`src/hdl/src_params.svh`:
```
/*
  Constants of the system reset controller: register offsets, field positions,
  reset values, reset-kind codes and timing counts.
  Assumes it is included by bare name and that the clock runs at 100 MHz.
*/
`ifndef SRC_PARAMS_SVH
`define SRC_PARAMS_SVH

// Clock rate and the startup hold, given as a time and derived as cycles.
`define SRC_CLK_MHZ            100
`define SRC_STARTUP_TIME_US    30
`define SRC_STARTUP_CYCLES     (`SRC_STARTUP_TIME_US * `SRC_CLK_MHZ)

// Last count of the three-cycle release delay after resynchronisation.
`define SRC_EXIT_LAST          2'h2

// Width of the pin pulse length field.
`define SRC_PULSE_LEN_W        4

// Register map, byte addresses on the low address bits.
`define SRC_ADDR_W             8
`define SRC_STATUS_OFF         8'h04
`define SRC_MODE_OFF           8'h08

// Status register fields.
`define SRC_STAT_USER_SEEN_BIT 0
`define SRC_STAT_BO_SEEN_BIT   1
`define SRC_STAT_KIND_LSB      8
`define SRC_STAT_PIN_LVL_BIT   16

// Mode register fields and reset value.
`define SRC_MODE_USER_EN_BIT   0
`define SRC_MODE_USER_IRQ_BIT  4
`define SRC_MODE_LEN_LSB       8
`define SRC_MODE_BO_IRQ_BIT    16
`define SRC_MODE_RESET         32'h0000_0000

// Codes of the last reset kind.
`define SRC_KIND_W             3
`define SRC_KIND_POWERUP       3'h0
`define SRC_KIND_USER          3'h4
`define SRC_KIND_BROWNOUT      3'h5

`endif

```
`src/hdl/src_pkg.sv`:
```
/*
  Types of the system reset controller.
  Assumes nothing beyond a SystemVerilog compiler.
*/
package src_pkg;

  // Reset state manager states.
  typedef enum logic [1:0] {
    st_startup,
    st_run,
    st_user,
    st_brownout
  } src_state_t;

endpackage

```
`src/hdl/src_pulse_if.sv`:
```
/*
  Interface between the reset state manager and the pin pulse shaper.
  Assumes both ends share one clock.
*/
`timescale 1ns/1ps

interface src_pulse_if #(
  parameter int unsigned LEN_W = 4
);
  logic             start;
  logic [LEN_W-1:0] length;
  logic             drive;

  modport ctrl (output start, output length, input drive);
  modport gen  (input start, input length, output drive);
endinterface

```
`src/hdl/src_pulse.sv`:
```
/*
  Shaper of the external reset pin pulse: drives for 2**(length+1) cycles.
  Assumes a one-cycle start request and a steady length while it runs.
*/
`timescale 1ns/1ps

module src_pulse #(
  parameter int unsigned LEN_W = 4
) (
  // Clock and reset.
  input wire logic  ref_clk_in,
  input wire logic  reset_n_in,
  // Request and drive.
  src_pulse_if.gen  pulse
);

  localparam int unsigned CNT_W = (1 << LEN_W) + 1;

  logic [CNT_W-1:0] count;
  logic             busy;

  wire              start_ok = pulse.start & ~busy;
  wire [CNT_W-1:0]  limit    = CNT_W'(1) << ({1'b0, pulse.length} + 1'b1);
  wire              at_limit = count == limit;

  // A start while a pulse runs is dropped, so a pulse is never cut short.
  always_ff @(posedge ref_clk_in or negedge reset_n_in) begin
    if (!reset_n_in) begin
      busy  <= 1'b0;
      count <= '0;
    end else if (start_ok) begin
      busy  <= 1'b1;
      count <= CNT_W'(1);
    end else if (busy) begin
      busy  <= ~at_limit;
      count <= count + CNT_W'(1);
    end
  end

  assign pulse.drive = busy;

endmodule

```
`src/hdl/src_top.sv`:
```
/*
  System reset controller: power-up startup hold, user reset from the shared
  external reset pin, brownout reset or flag, pin pulse shaping, last reset
  kind, and a classic Wishbone register slave.
  Assumes all inputs synchronous to ref_clk_in, reset_n_in driven by the
  power-on detector, and an open-drain pin pulled high outside the device.
*/
// Added by the designer: the register addresses and the Wishbone slave port.
// Overview of operation
// - Slow clock; processor, peripheral, pin resets.
// - Sample pin; low level requests user reset.
// - User reset enable zero blocks pin resets.
// - Status shows current sampled pin level.
// - Pin fall sets sticky flag; status read clears.
// - Interrupt enable replaces user reset by interrupt.
// - Pin pulse lasts 2**(length+1) cycles.
// - Brownout request input means brownout reset request.
// - Brownout disallowed: sticky flag, no reset.
// - Brownout flag raises interrupt when enabled.
// - Brownout reset allow defaults to disabled.
// - Last reset kind updates at processor release.
// - Startup count holds resets; reports power-up.
// - Power-on detector asserts resets without clock.
// - User reset asserts processor and peripheral resets.
// - Leave user reset: resync plus three cycles.
// - Processor clock returns once pin confirmed high.
// - User reset release records kind 0x4.
// - Internal resets held while pin kept low.
// - Brownout: all resets, three-cycle release, 0x5.
`timescale 1ns/1ps
`include "src_params.svh"

module src_top #(
  parameter int unsigned STARTUP_CYCLES = `SRC_STARTUP_CYCLES,
  parameter int unsigned LEN_W          = `SRC_PULSE_LEN_W
) (
  // Clock and power-on detector.
  input  wire logic        ref_clk_in,
  input  wire logic        reset_n_in,
  // Brownout detector and its nonvolatile allow bit.
  input  wire logic        brownout_req_in,
  input  wire logic        brownout_reset_allow_in,
  // External reset pin, open drain.
  input  wire logic        ext_reset_pin_in,
  output logic             ext_reset_pin_out,
  output logic             ext_reset_pin_oe_out,
  // Reset lines and processor clock gate.
  output logic             proc_reset_n_out,
  output logic             periph_reset_n_out,
  output logic             proc_clk_enable_out,
  // Interrupt request.
  output logic             irq_out,
  // Wishbone slave.
  input  wire logic        wb_cyc_in,
  input  wire logic        wb_stb_in,
  input  wire logic        wb_we_in,
  input  wire logic [31:0] wb_adr_in,
  input  wire logic [3:0]  wb_sel_in,
  input  wire logic [31:0] wb_dat_in,
  output logic [31:0]      wb_dat_out,
  output logic             wb_ack_out
);

  localparam int unsigned SU_W       = $clog2(STARTUP_CYCLES + 1);
  localparam logic [31:0] MODE_RESET = `SRC_MODE_RESET;

  src_pkg::src_state_t     state;
  src_pkg::src_state_t     next_state;
  logic [SU_W-1:0]         startup_cnt;
  logic [1:0]              exit_cnt;
  logic                    pin_sync1;
  logic                    pin_sync2;
  logic                    pin_prev;
  logic                    bo_sync1;
  logic                    bo_sync2;
  logic [1:0]              drive_echo;
  logic                    user_reset_enable;
  logic                    user_reset_irq_enable;
  logic                    brownout_irq_enable;
  logic [LEN_W-1:0]        pin_pulse_length;
  logic                    user_reset_seen;
  logic                    brownout_seen;
  logic [`SRC_KIND_W-1:0]  last_reset_kind;
  logic [31:0]             status_word;
  logic [31:0]             mode_word;

  src_pulse_if #(.LEN_W(LEN_W)) pulse_bus ();

  // Bus decode.
  wire [`SRC_ADDR_W-1:0] reg_addr    = wb_adr_in[`SRC_ADDR_W-1:0];
  wire                   wb_req      = wb_cyc_in & wb_stb_in;
  wire                   wb_fire     = wb_req & wb_ack_out;
  wire                   hit_status  = reg_addr == `SRC_STATUS_OFF;
  wire                   hit_mode    = reg_addr == `SRC_MODE_OFF;
  wire                   status_read = wb_fire & ~wb_we_in & hit_status;
  wire                   mode_write  = wb_fire & wb_we_in & hit_mode;
  wire [31:0]            read_word   = hit_status ? status_word : (hit_mode ? mode_word : 32'h0000_0000);

  // Pin events. Our own pulse and its echo through the synchroniser are masked from the user trigger, not from pin_fall,
  // otherwise every brownout pulse would come back as a user reset.
  wire pin_fall     = pin_prev & ~pin_sync2;
  wire pulse_active = pulse_bus.drive | ext_reset_pin_oe_out | (|drive_echo);
  wire user_trigger = ~pin_sync2 & user_reset_enable & ~user_reset_irq_enable & ~pulse_active;

  // Brownout events. The allow bit comes from nonvolatile storage that leaves
  // the factory cleared, so by default a brownout only raises the flag.
  wire brownout_reset = brownout_req_in & brownout_reset_allow_in;
  wire brownout_flag  = brownout_req_in & ~brownout_reset_allow_in;

  // Release conditions, each counted for three cycles.
  wire user_exit_ok = pin_sync2;
  wire bo_exit_ok   = ~brownout_req_in & ~bo_sync2 & pin_sync2 & ~pulse_active;
  wire exit_cond    = (state == src_pkg::st_user) ? user_exit_ok :
                      (state == src_pkg::st_brownout) ? bo_exit_ok : 1'b0;
  wire exit_done    = exit_cond & (exit_cnt == `SRC_EXIT_LAST);
  wire startup_done = startup_cnt == SU_W'(STARTUP_CYCLES - 1);

  // Release bookkeeping.
  wire                   releasing    = (next_state == src_pkg::st_run) & (state != src_pkg::st_run);
  wire [`SRC_KIND_W-1:0] release_kind = (state == src_pkg::st_user) ? `SRC_KIND_USER :
                                        (state == src_pkg::st_brownout) ? `SRC_KIND_BROWNOUT :
                                        `SRC_KIND_POWERUP;

  // Output values.
  wire next_run     = next_state == src_pkg::st_run;
  wire next_clk_en  = next_run | ((next_state == src_pkg::st_user) & pin_sync2);
  wire next_irq     = (user_reset_seen & user_reset_irq_enable) | (brownout_seen & brownout_irq_enable);
  wire enter_bo     = (next_state == src_pkg::st_brownout) & (state != src_pkg::st_brownout);

  // Pulse shaper connection.
  assign pulse_bus.start  = enter_bo;
  assign pulse_bus.length = pin_pulse_length;

  src_pulse #(
    .LEN_W      (LEN_W)
  ) u_pulse (
    .ref_clk_in (ref_clk_in),
    .reset_n_in (reset_n_in),
    .pulse      (pulse_bus.gen)
  );

  // Register images.
  always_comb begin
    status_word = 32'h0000_0000;
    status_word[`SRC_STAT_USER_SEEN_BIT] = user_reset_seen;
    status_word[`SRC_STAT_BO_SEEN_BIT] = brownout_seen;
    status_word[`SRC_STAT_KIND_LSB +: `SRC_KIND_W] = last_reset_kind;
    status_word[`SRC_STAT_PIN_LVL_BIT] = pin_sync2;
  end

  always_comb begin
    mode_word = 32'h0000_0000;
    mode_word[`SRC_MODE_USER_EN_BIT] = user_reset_enable;
    mode_word[`SRC_MODE_USER_IRQ_BIT] = user_reset_irq_enable;
    mode_word[`SRC_MODE_LEN_LSB +: LEN_W] = pin_pulse_length;
    mode_word[`SRC_MODE_BO_IRQ_BIT] = brownout_irq_enable;
  end

  // Reset state manager. Brownout outranks a user reset.
  always_comb begin
    next_state = state;
    unique case (state)
      src_pkg::st_startup: begin
        if (startup_done) begin
          next_state = src_pkg::st_run;
        end
      end
      src_pkg::st_run: begin
        if (brownout_reset) begin
          next_state = src_pkg::st_brownout;
        end else if (user_trigger) begin
          next_state = src_pkg::st_user;
        end
      end
      src_pkg::st_user: begin
        if (brownout_reset) begin
          next_state = src_pkg::st_brownout;
        end else if (exit_done) begin
          next_state = src_pkg::st_run;
        end
      end
      src_pkg::st_brownout: begin
        if (!brownout_req_in && exit_done) begin
          next_state = src_pkg::st_run;
        end
      end
    endcase
  end

  always_ff @(posedge ref_clk_in or negedge reset_n_in) begin
    if (!reset_n_in) begin
      state <= src_pkg::st_startup;
    end else begin
      state <= next_state;
    end
  end

  // The startup counter sees only the power-on detector, so no later reset
  // source can restart the oscillator wait.
  always_ff @(posedge ref_clk_in or negedge reset_n_in) begin
    if (!reset_n_in) begin
      startup_cnt <= '0;
    end else if (state == src_pkg::st_startup && !startup_done) begin
      startup_cnt <= startup_cnt + SU_W'(1);
    end
  end

  always_ff @(posedge ref_clk_in or negedge reset_n_in) begin
    if (!reset_n_in) begin
      exit_cnt <= 2'h0;
    end else if (exit_cond && !exit_done) begin
      exit_cnt <= exit_cnt + 2'h1;
    end else begin
      exit_cnt <= 2'h0;
    end
  end

  // Synchronisers for the pin and the brownout request. The pin stages reset
  // high, the idle level of the pulled-up pin, so no false fall follows reset.
  always_ff @(posedge ref_clk_in or negedge reset_n_in) begin
    if (!reset_n_in) begin
      pin_sync1 <= 1'b1;
      pin_sync2 <= 1'b1;
      pin_prev  <= 1'b1;
    end else begin
      pin_sync1 <= ext_reset_pin_in;
      pin_sync2 <= pin_sync1;
      pin_prev  <= pin_sync2;
    end
  end

  always_ff @(posedge ref_clk_in or negedge reset_n_in) begin
    if (!reset_n_in) begin
      bo_sync1 <= 1'b0;
      bo_sync2 <= 1'b0;
    end else begin
      bo_sync1 <= brownout_req_in;
      bo_sync2 <= bo_sync1;
    end
  end

  // Reset lines, clock gate and pin drive. The async clear makes the
  // power-on detector reach every line with no clock edge needed.
  always_ff @(posedge ref_clk_in or negedge reset_n_in) begin
    if (!reset_n_in) begin
      proc_reset_n_out   <= 1'b0;
      periph_reset_n_out <= 1'b0;
    end else begin
      proc_reset_n_out   <= next_run;
      periph_reset_n_out <= next_run;
    end
  end

  always_ff @(posedge ref_clk_in or negedge reset_n_in) begin
    if (!reset_n_in) begin
      proc_clk_enable_out <= 1'b0;
    end else begin
      proc_clk_enable_out <= next_clk_en;
    end
  end

  // The pin is only ever pulled low; the echo covers the synchroniser delay.
  always_ff @(posedge ref_clk_in or negedge reset_n_in) begin
    if (!reset_n_in) begin
      ext_reset_pin_oe_out <= 1'b0;
      ext_reset_pin_out    <= 1'b0;
      drive_echo           <= 2'h0;
    end else begin
      ext_reset_pin_oe_out <= pulse_bus.drive;
      ext_reset_pin_out    <= 1'b0;
      drive_echo           <= {drive_echo[0], ext_reset_pin_oe_out};
    end
  end

  // Sticky flags: a new event in the cycle of the clearing read wins.
  // Only a flag that the read returned is cleared, so an event landing
  // between data capture and acknowledge is reported by the next read.
  wire clear_user_seen = status_read & wb_dat_out[`SRC_STAT_USER_SEEN_BIT];
  wire clear_bo_seen   = status_read & wb_dat_out[`SRC_STAT_BO_SEEN_BIT];

  always_ff @(posedge ref_clk_in or negedge reset_n_in) begin
    if (!reset_n_in) begin
      user_reset_seen <= 1'b0;
    end else begin
      user_reset_seen <= pin_fall | (user_reset_seen & ~clear_user_seen);
    end
  end

  always_ff @(posedge ref_clk_in or negedge reset_n_in) begin
    if (!reset_n_in) begin
      brownout_seen <= 1'b0;
    end else begin
      brownout_seen <= brownout_flag | (brownout_seen & ~clear_bo_seen);
    end
  end

  always_ff @(posedge ref_clk_in or negedge reset_n_in) begin
    if (!reset_n_in) begin
      irq_out <= 1'b0;
    end else begin
      irq_out <= next_irq;
    end
  end

  always_ff @(posedge ref_clk_in or negedge reset_n_in) begin
    if (!reset_n_in) begin
      last_reset_kind <= `SRC_KIND_POWERUP;
    end else if (releasing) begin
      last_reset_kind <= release_kind;
    end
  end

  // Mode register, byte lanes honoured.
  always_ff @(posedge ref_clk_in or negedge reset_n_in) begin
    if (!reset_n_in) begin
      user_reset_enable     <= MODE_RESET[`SRC_MODE_USER_EN_BIT];
      user_reset_irq_enable <= MODE_RESET[`SRC_MODE_USER_IRQ_BIT];
      pin_pulse_length      <= LEN_W'(MODE_RESET >> `SRC_MODE_LEN_LSB);
      brownout_irq_enable   <= MODE_RESET[`SRC_MODE_BO_IRQ_BIT];
    end else if (mode_write) begin
      if (wb_sel_in[0]) begin
        user_reset_enable     <= wb_dat_in[`SRC_MODE_USER_EN_BIT];
        user_reset_irq_enable <= wb_dat_in[`SRC_MODE_USER_IRQ_BIT];
      end
      if (wb_sel_in[1]) begin
        pin_pulse_length <= wb_dat_in[`SRC_MODE_LEN_LSB +: LEN_W];
      end
      if (wb_sel_in[2]) begin
        brownout_irq_enable <= wb_dat_in[`SRC_MODE_BO_IRQ_BIT];
      end
    end
  end

  // Wishbone answer: one wait state, ack for one cycle, unmapped reads zero.
  always_ff @(posedge ref_clk_in or negedge reset_n_in) begin
    if (!reset_n_in) begin
      wb_ack_out <= 1'b0;
    end else begin
      wb_ack_out <= wb_req & ~wb_ack_out;
    end
  end

  always_ff @(posedge ref_clk_in or negedge reset_n_in) begin
    if (!reset_n_in) begin
      wb_dat_out <= 32'h0000_0000;
    end else begin
      wb_dat_out <= (wb_req & ~wb_ack_out & ~wb_we_in) ? read_word : 32'h0000_0000;
    end
  end

endmodule

```
`config.mk`:
```
export PLATFORM = sky130hd
export DESIGN_NAME = src_top
export DESIGN_NICKNAME = d
export VERILOG_FILES = /design/src/hdl/src_pkg.sv /design/src/hdl/src_pulse_if.sv /design/src/hdl/src_pulse.sv /design/src/hdl/src_top.sv
export VERILOG_INCLUDE_DIRS = /design/src /design/src/hdl
export SDC_FILE = /design/constraint.sdc
export NUM_CORES = 1
export LEC_CHECK = 0
export BUFFER_PORTS_ARGS = -buffer_cell sky130_fd_sc_hd__buf_2
export CORE_MARGIN = 4
export CORE_UTILIZATION = 40
export CTS_CLUSTER_DIAMETER = 100
export DETAILED_ROUTE_END_ITERATION = 10
export GPL_TIMING_DRIVEN = 0
export PLACE_DENSITY = 0.68
export SETUP_SLACK_MARGIN = 0.15
export SKIP_CTS_REPAIR_TIMING = 1
export SYNTH_ARGS = -nofsm -noshare
export SYNTH_HDL_FRONTEND = slang
export SYNTH_SLANG_ARGS = --single-unit
```
`constraint.sdc`:
```
create_clock -name ref_clk_in -period 2.63 [get_ports ref_clk_in]
set_clock_uncertainty 0.2 [all_clocks]
set_input_delay 0.526 -clock ref_clk_in [delete_from_list [all_inputs] [get_ports ref_clk_in]]
set_output_delay 0.526 -clock ref_clk_in [all_outputs]
set_load 0.005 [all_outputs]
```
Word level (Yosys, flattened, before mapping):

Cells that the tools add are included.

* register bits: 75
* bits of input ports: 76
* output and inout bits: 39
* logic and storage cells: 119

* $add $sub $neg: 4
* eq/ne operators: 13
* shift operators: 1
* muxes and demuxes: 19
* bitwise gates (word level): 46
* reductions and logical operators: 12

Operators with widths (count)
* two-way mux 17 bit: 5
* AND 1 bit: 28
* adder 17 x 1 -> 17 bit (second input constant): 1
* == test 17 bit: 1
* left shift 1 x 5 -> 17 bit (first input constant): 1
* two-way mux 2 bit: 7
* adder 12 x 1 -> 12 bit (second input constant): 1
* == test 12 bit (second input constant): 1
* NOT 1 bit: 12
* == test 2 bit (second input constant): 5
* == test 8 x 3 -> 1 bit (second input constant): 1
* == test 8 x 4 -> 1 bit (second input constant): 1
* case mux 2 bit (4 select lines): 1
* two-way mux 3 bit: 2
* bitwise OR 1 bit: 6
* AND reduction 2 bit: 3
* adder 4 x 1 -> 5 bit (second input constant): 1
* == test 2 x 1 -> 1 bit (second input constant): 2
* two-way mux 1 bit: 4
* logical AND 1 bit: 3
* logical NOT 1 bit: 3
* adder 2 x 1 -> 2 bit (second input constant): 1
* logical NOT 2 bit: 1
* inequality test 2 x 1 -> 1 bit (second input constant): 1
* other kinds (3): 3

Depth between registers and ports, before layout:

* depth after elaboration: 14
* gate-level depth with buffers: 11
* gate-level depth less buffers: 8

Hierarchy:

Synthesis repeated with hierarchy kept, for this count alone.

* cell total of the unflattened synthesis: 338
* area, all modules: 3395.8 um^2

Modules (own cells, without submodules)
* src_top: instances 1, cells each 185, area each 2143.3 um^2, seq. area each 1179.9 um^2
* src_pulse: instances 1, cells each 153, area each 1252.5 um^2, seq. area each 450.4 um^2

Worst setup path before layout:

No wires, ideal clock.

* kind: flip-flop to flip-flop
* start point: register pin_pulse_length[0]
* end point: register u_pulse.busy, in the netlist u_pulse.pulse.drive
* arrival: 2259 ps
* data required time: 2295 ps
* slack: 35 ps
* stages on the path, launching flop included: 12
* buffers on the path: 3
* cell sequence: dfrtp_1 -> buf_2 -> buf_2 -> nand2_1 -> inv_1 -> ha_1 -> buf_2 -> nor4bb_1 -> o21ai_0 -> a222oi_1 -> nor4b_1 -> a31oi_1

* longest elaborated chain between the ends: 6

Ends and longest elaborated chain
* start: declaration: RTL line src_top.sv:80 `logic [LEN_W-1:0] pin_pulse_length;`
* start signal: assignment: RTL line src_top.sv:318 `` pin_pulse_length <= LEN_W'(MODE_RESET >> `SRC_MODE_LEN_LSB); ``
* start signal: assignment: RTL line src_top.sv:326 `` pin_pulse_length <= wb_dat_in[`SRC_MODE_LEN_LSB +: LEN_W]; ``
* adder 4 x 1 -> 5 bit: RTL line src_pulse.sv:23 `wire [CNT_W-1:0] limit = CNT_W'(1) << ({1'b0, pulse.length} + 1'b1);`
* left shift 1 x 5 -> 17 bit: RTL line src_pulse.sv:23
* == test 17 bit: RTL line src_pulse.sv:24 `wire at_limit = count == limit;`
* NOT 1 bit: RTL line src_pulse.sv:35 `busy <= ~at_limit;`
* two-way mux 1 bit: RTL line src_pulse.sv:34 `end else if (busy) begin`
* two-way mux 1 bit: RTL line src_pulse.sv:31 `end else if (start_ok) begin`
* end signal: assignment: RTL line src_pulse.sv:35
* end: declaration: RTL line src_pulse.sv:20 `logic busy;`

No other way between the ends.
A chain may end at the register's enable or synchronous reset.

Worst setup path after layout:

Same ends and word-level chain as after synthesis.

==> reports/metrics.yaml <==
finalCriticalPeriod_ps: 2560
dieArea_um2: 10100
crit_arrival_ps: 2560
syn_area_um2: 3430
clk_latency_ps: 340
drt_first_pass_iters: 4
cts-root-buf: "clkbuf_8"
intPower_mw: 1.56
status: "finished clean"
hold_viol: 0
cts_buffer_depth: 2
grt_pass1_wl_um: 12300
hp-class: "in2async"
gp_congestion: 0.855
power_switching_uw: 539
setup_viol: 0
cts_made_buffers: 9
synthCells: 339
num_rows: 33
ant_nets: 0
leakage_nw: 2.00
ys_types: 56
slew_headroom_pct: 45.7
crit_type: "reg2reg"
fin_setup_tns_ps: 0
maxSlewViolCount: 0
synth_edf_count: 0
fillers: 767
grt_pass1_vias: 2505
async_flop_share_pct: 100
tritoncts: "yes"
cp-start-kind: "register"
vias: 2709
cts_num_sinks: 65
p_clk_share_pct: 39.9
placed_cells: 507
power_density_nw_per_um2: 499
antenna_cells: 0
overflow: 0
place_hpwl_um: 5380
p_comb_share_pct: 8.8
ys.flop_type: "dfrtp_1"
dieHeight_um: 101
path_clk_slew_ps: 80
min_period_over_period_pct: 97.2
drt_iter0_markers: 109
synth-seq-cells: 65
via_per_inst: 5.12
required_ps: 2630
p_sw_share_pct: 25.7
crit_fanout: 7
areaGrowthSynthToFinish_pct: 22.5
remaining_drc_errors: 0
start_util_pct: 41.5
seqPwrFrac_pct: 51.3
vdd_ir_drop_max_v: 0.000307
stdcell_count: 529
endpoint_kind: "register"
ys_warn_count: 0
cts_htree_levels: 3
grt_max_degree: 66
antenna_found_initial: 0
rsz0062_at_grt: "true"
regToRegSetupSlack_ps: 70
die_w_um: 101
max_freq_mhz: 391
max_cap_viol_count: 0
syn-mean-instance-area_um2: 10.1
portBuffers: 39
postRouteWirelength_um: 7300
ios: 115
layout.nets: 500
core_area_um2: 8260
grt_usage_pct: 15.2
wl_per_cell_um: 13.8
worst_hold_slack_ps: 56.8
drive_above_1_share_pct: 27.4
ys_seq_area_share_pct: 47.6
tightest_slew_ps: 814
final_util_pct: 50.8
==> synthesized netlist by cell type, types with 2 or more instances <==
library cell  number  area [µm²]
nor2_1            21        78.8
nand4_1           10        62.6
xor2_1             4        35.0
o211ai_1           2        15.0
a31oi_1            4        25.0
nor3_1             5        25.0
ha_1               5        62.6
a22oi_1            4        30.0
mux2_2             7        78.8
dfrtp_1           62        1550
buf_2              3        15.0
nand2b_1           5        31.3
nand2_1           33         124
and4_1             3        26.3
a22o_1             4        35.0
dfstp_2            3        78.8
xnor2_1           12         105
clkbuf_1           8        30.0
o31ai_1            3        22.5
a21oi_1           13        65.1
buf_4             26         195
mux2i_1           11         110
o21ai_0           10        50.1
and3_1             7        43.8
a211oi_1           2        15.0
nor4b_1            2        17.5
nand3_1           20         100
inv_1              9        33.8
nand3b_1           2        15.0
nor4bb_1           7        70.1
nor2b_1            7        43.8
==> per-stage QoR <==
stage | setup slack [ps] | instance area, µm² | total power [mW]
floorplan | 167 | 3540 | 1.19
global placement | -214 | 3860 | 1.26
detailed placement | -326 | 3870 | 1.27
CTS | -336 | 4060 | 2.11
global route | -23.1 | 4200 | 2.20
finish | 74.2 | 4200 | 2.10
==> critical path, cell delays in order, from the launching register on <==
cell and delay [ps]:
dfrtp_1 380, buf_6 120, buf_8 120, nand2_4 70
inv_4 40, ha_4 270, clkbuf_16 160, nor4bb_1 370
xnor2_1 160, nand4_1 150, nor4b_4 260, a31oi_1 110
==> state kept, by name, indices dropped and copies added (netlist names), 2 cells and up <==
| register | flops |
|---|---|
| drive_echo | 2 |
| wb_dat_out | 8 |
| pin_pulse_length | 4 |
| state | 2 |
| u_pulse.count | 17 |
| last_reset_kind | 2 |
| startup_cnt | 12 |
| exit_cnt | 2 |
==> per-layer routing <==
| layer | share of wire [%] | wire length, µm | track usage, % | vias to the layer above |
|---|---|---|---|---|
| li1 | - | - | - | 1329 |
| met1 | 47 | 3450 | 21.1 | 1327 |
| met2 | 48 | 3530 | 23.9 | 45 |
| met3 | 3.6 | 261 | 3.32 | 8 |
| met4 | 0.84 | 61 | 4.35 | 0 |
| met5 | 0 | 0 | 0 | - |
==> path summary, 6_finish.rpt <==
kind,start,end,depth (start not counted)
setup / recovery,pin_pulse_length[0],u_pulse.pulse.drive,11
hold / removal,reset_n_in,exit_cnt[0],1
setup reg to reg,pin_pulse_length[0],u_pulse.pulse.drive,11
hold reg to reg,pin_sync1,pin_sync2,0
max in group asynchronous,reset_n_in,pin_pulse_length[1],1
min in group ref_clk_in,ext_reset_pin_in,pin_sync1,1
==> final cells by class <==
cell class	instances	area [µm²]	area share, %
buffer	37	268	6.38
clock buffer	10	128	3.04
clock inverter	6	67.6	1.61
inverter	9	36.3	0.864
multi-input combinational	252	1680	39.9
sequential	65	1630	38.9
tap	105	131	3.13
timing repair buffer	45	260	6.20
==> power groups by stage <==
| stage | clock [mW] | sequential, mW | combinational, mW |
|---|---|---|---|
| finish | 0.836 | 1.07 | 0.184 |
| floorplan | 0 | 1.08 | 0.117 |
| global placement | 0 | 1.09 | 0.173 |
| CTS | 0.863 | 1.07 | 0.179 |
| detailed placement | 0 | 1.09 | 0.178 |
| global route | 0.913 | 1.08 | 0.212 |
==> cell usage in the layout (no fill, tap or decap), types with 2 or more instances in the layout <==
cell type,instances
nor2b_1,7
nor4bb_1,4
clkbuf_1,8
a22o_1,4
a22oi_1,4
buf_8,2
nor4bb_2,2
buf_4,32
conb_1,25
and3_1,7
xor2_1,4
clkbuf_8,9
mux2i_1,11
nand4_1,10
a21oi_1,13
ha_1,4
buf_2,39
mux2_2,7
and4_1,3
a31oi_1,4
o21ai_0,9
nand2_1,32
clkinvlp_4,2
xnor2_1,12
nand3b_1,2
inv_1,8
dfstp_2,3
nor2_1,21
o31ai_1,3
nand3_1,20
nor3_1,5
dfrtp_1,61
a211oi_1,2
nand2b_1,5
o211ai_1,2
==> kinds of logic after synthesis <==
family / after synthesis / share of synthesized area [%]
buf+inv: 46 / 8.00
compound gates: 55 / 11.2
fa+ha+maj: 5 / 1.83
xor+xnor: 16 / 4.09
other cells: 1 / 0.109
flops: 65 / 47.6
mux: 18 / 5.52
simple gates: 133 / 21.6
Power figures use the tool's default switching activity.
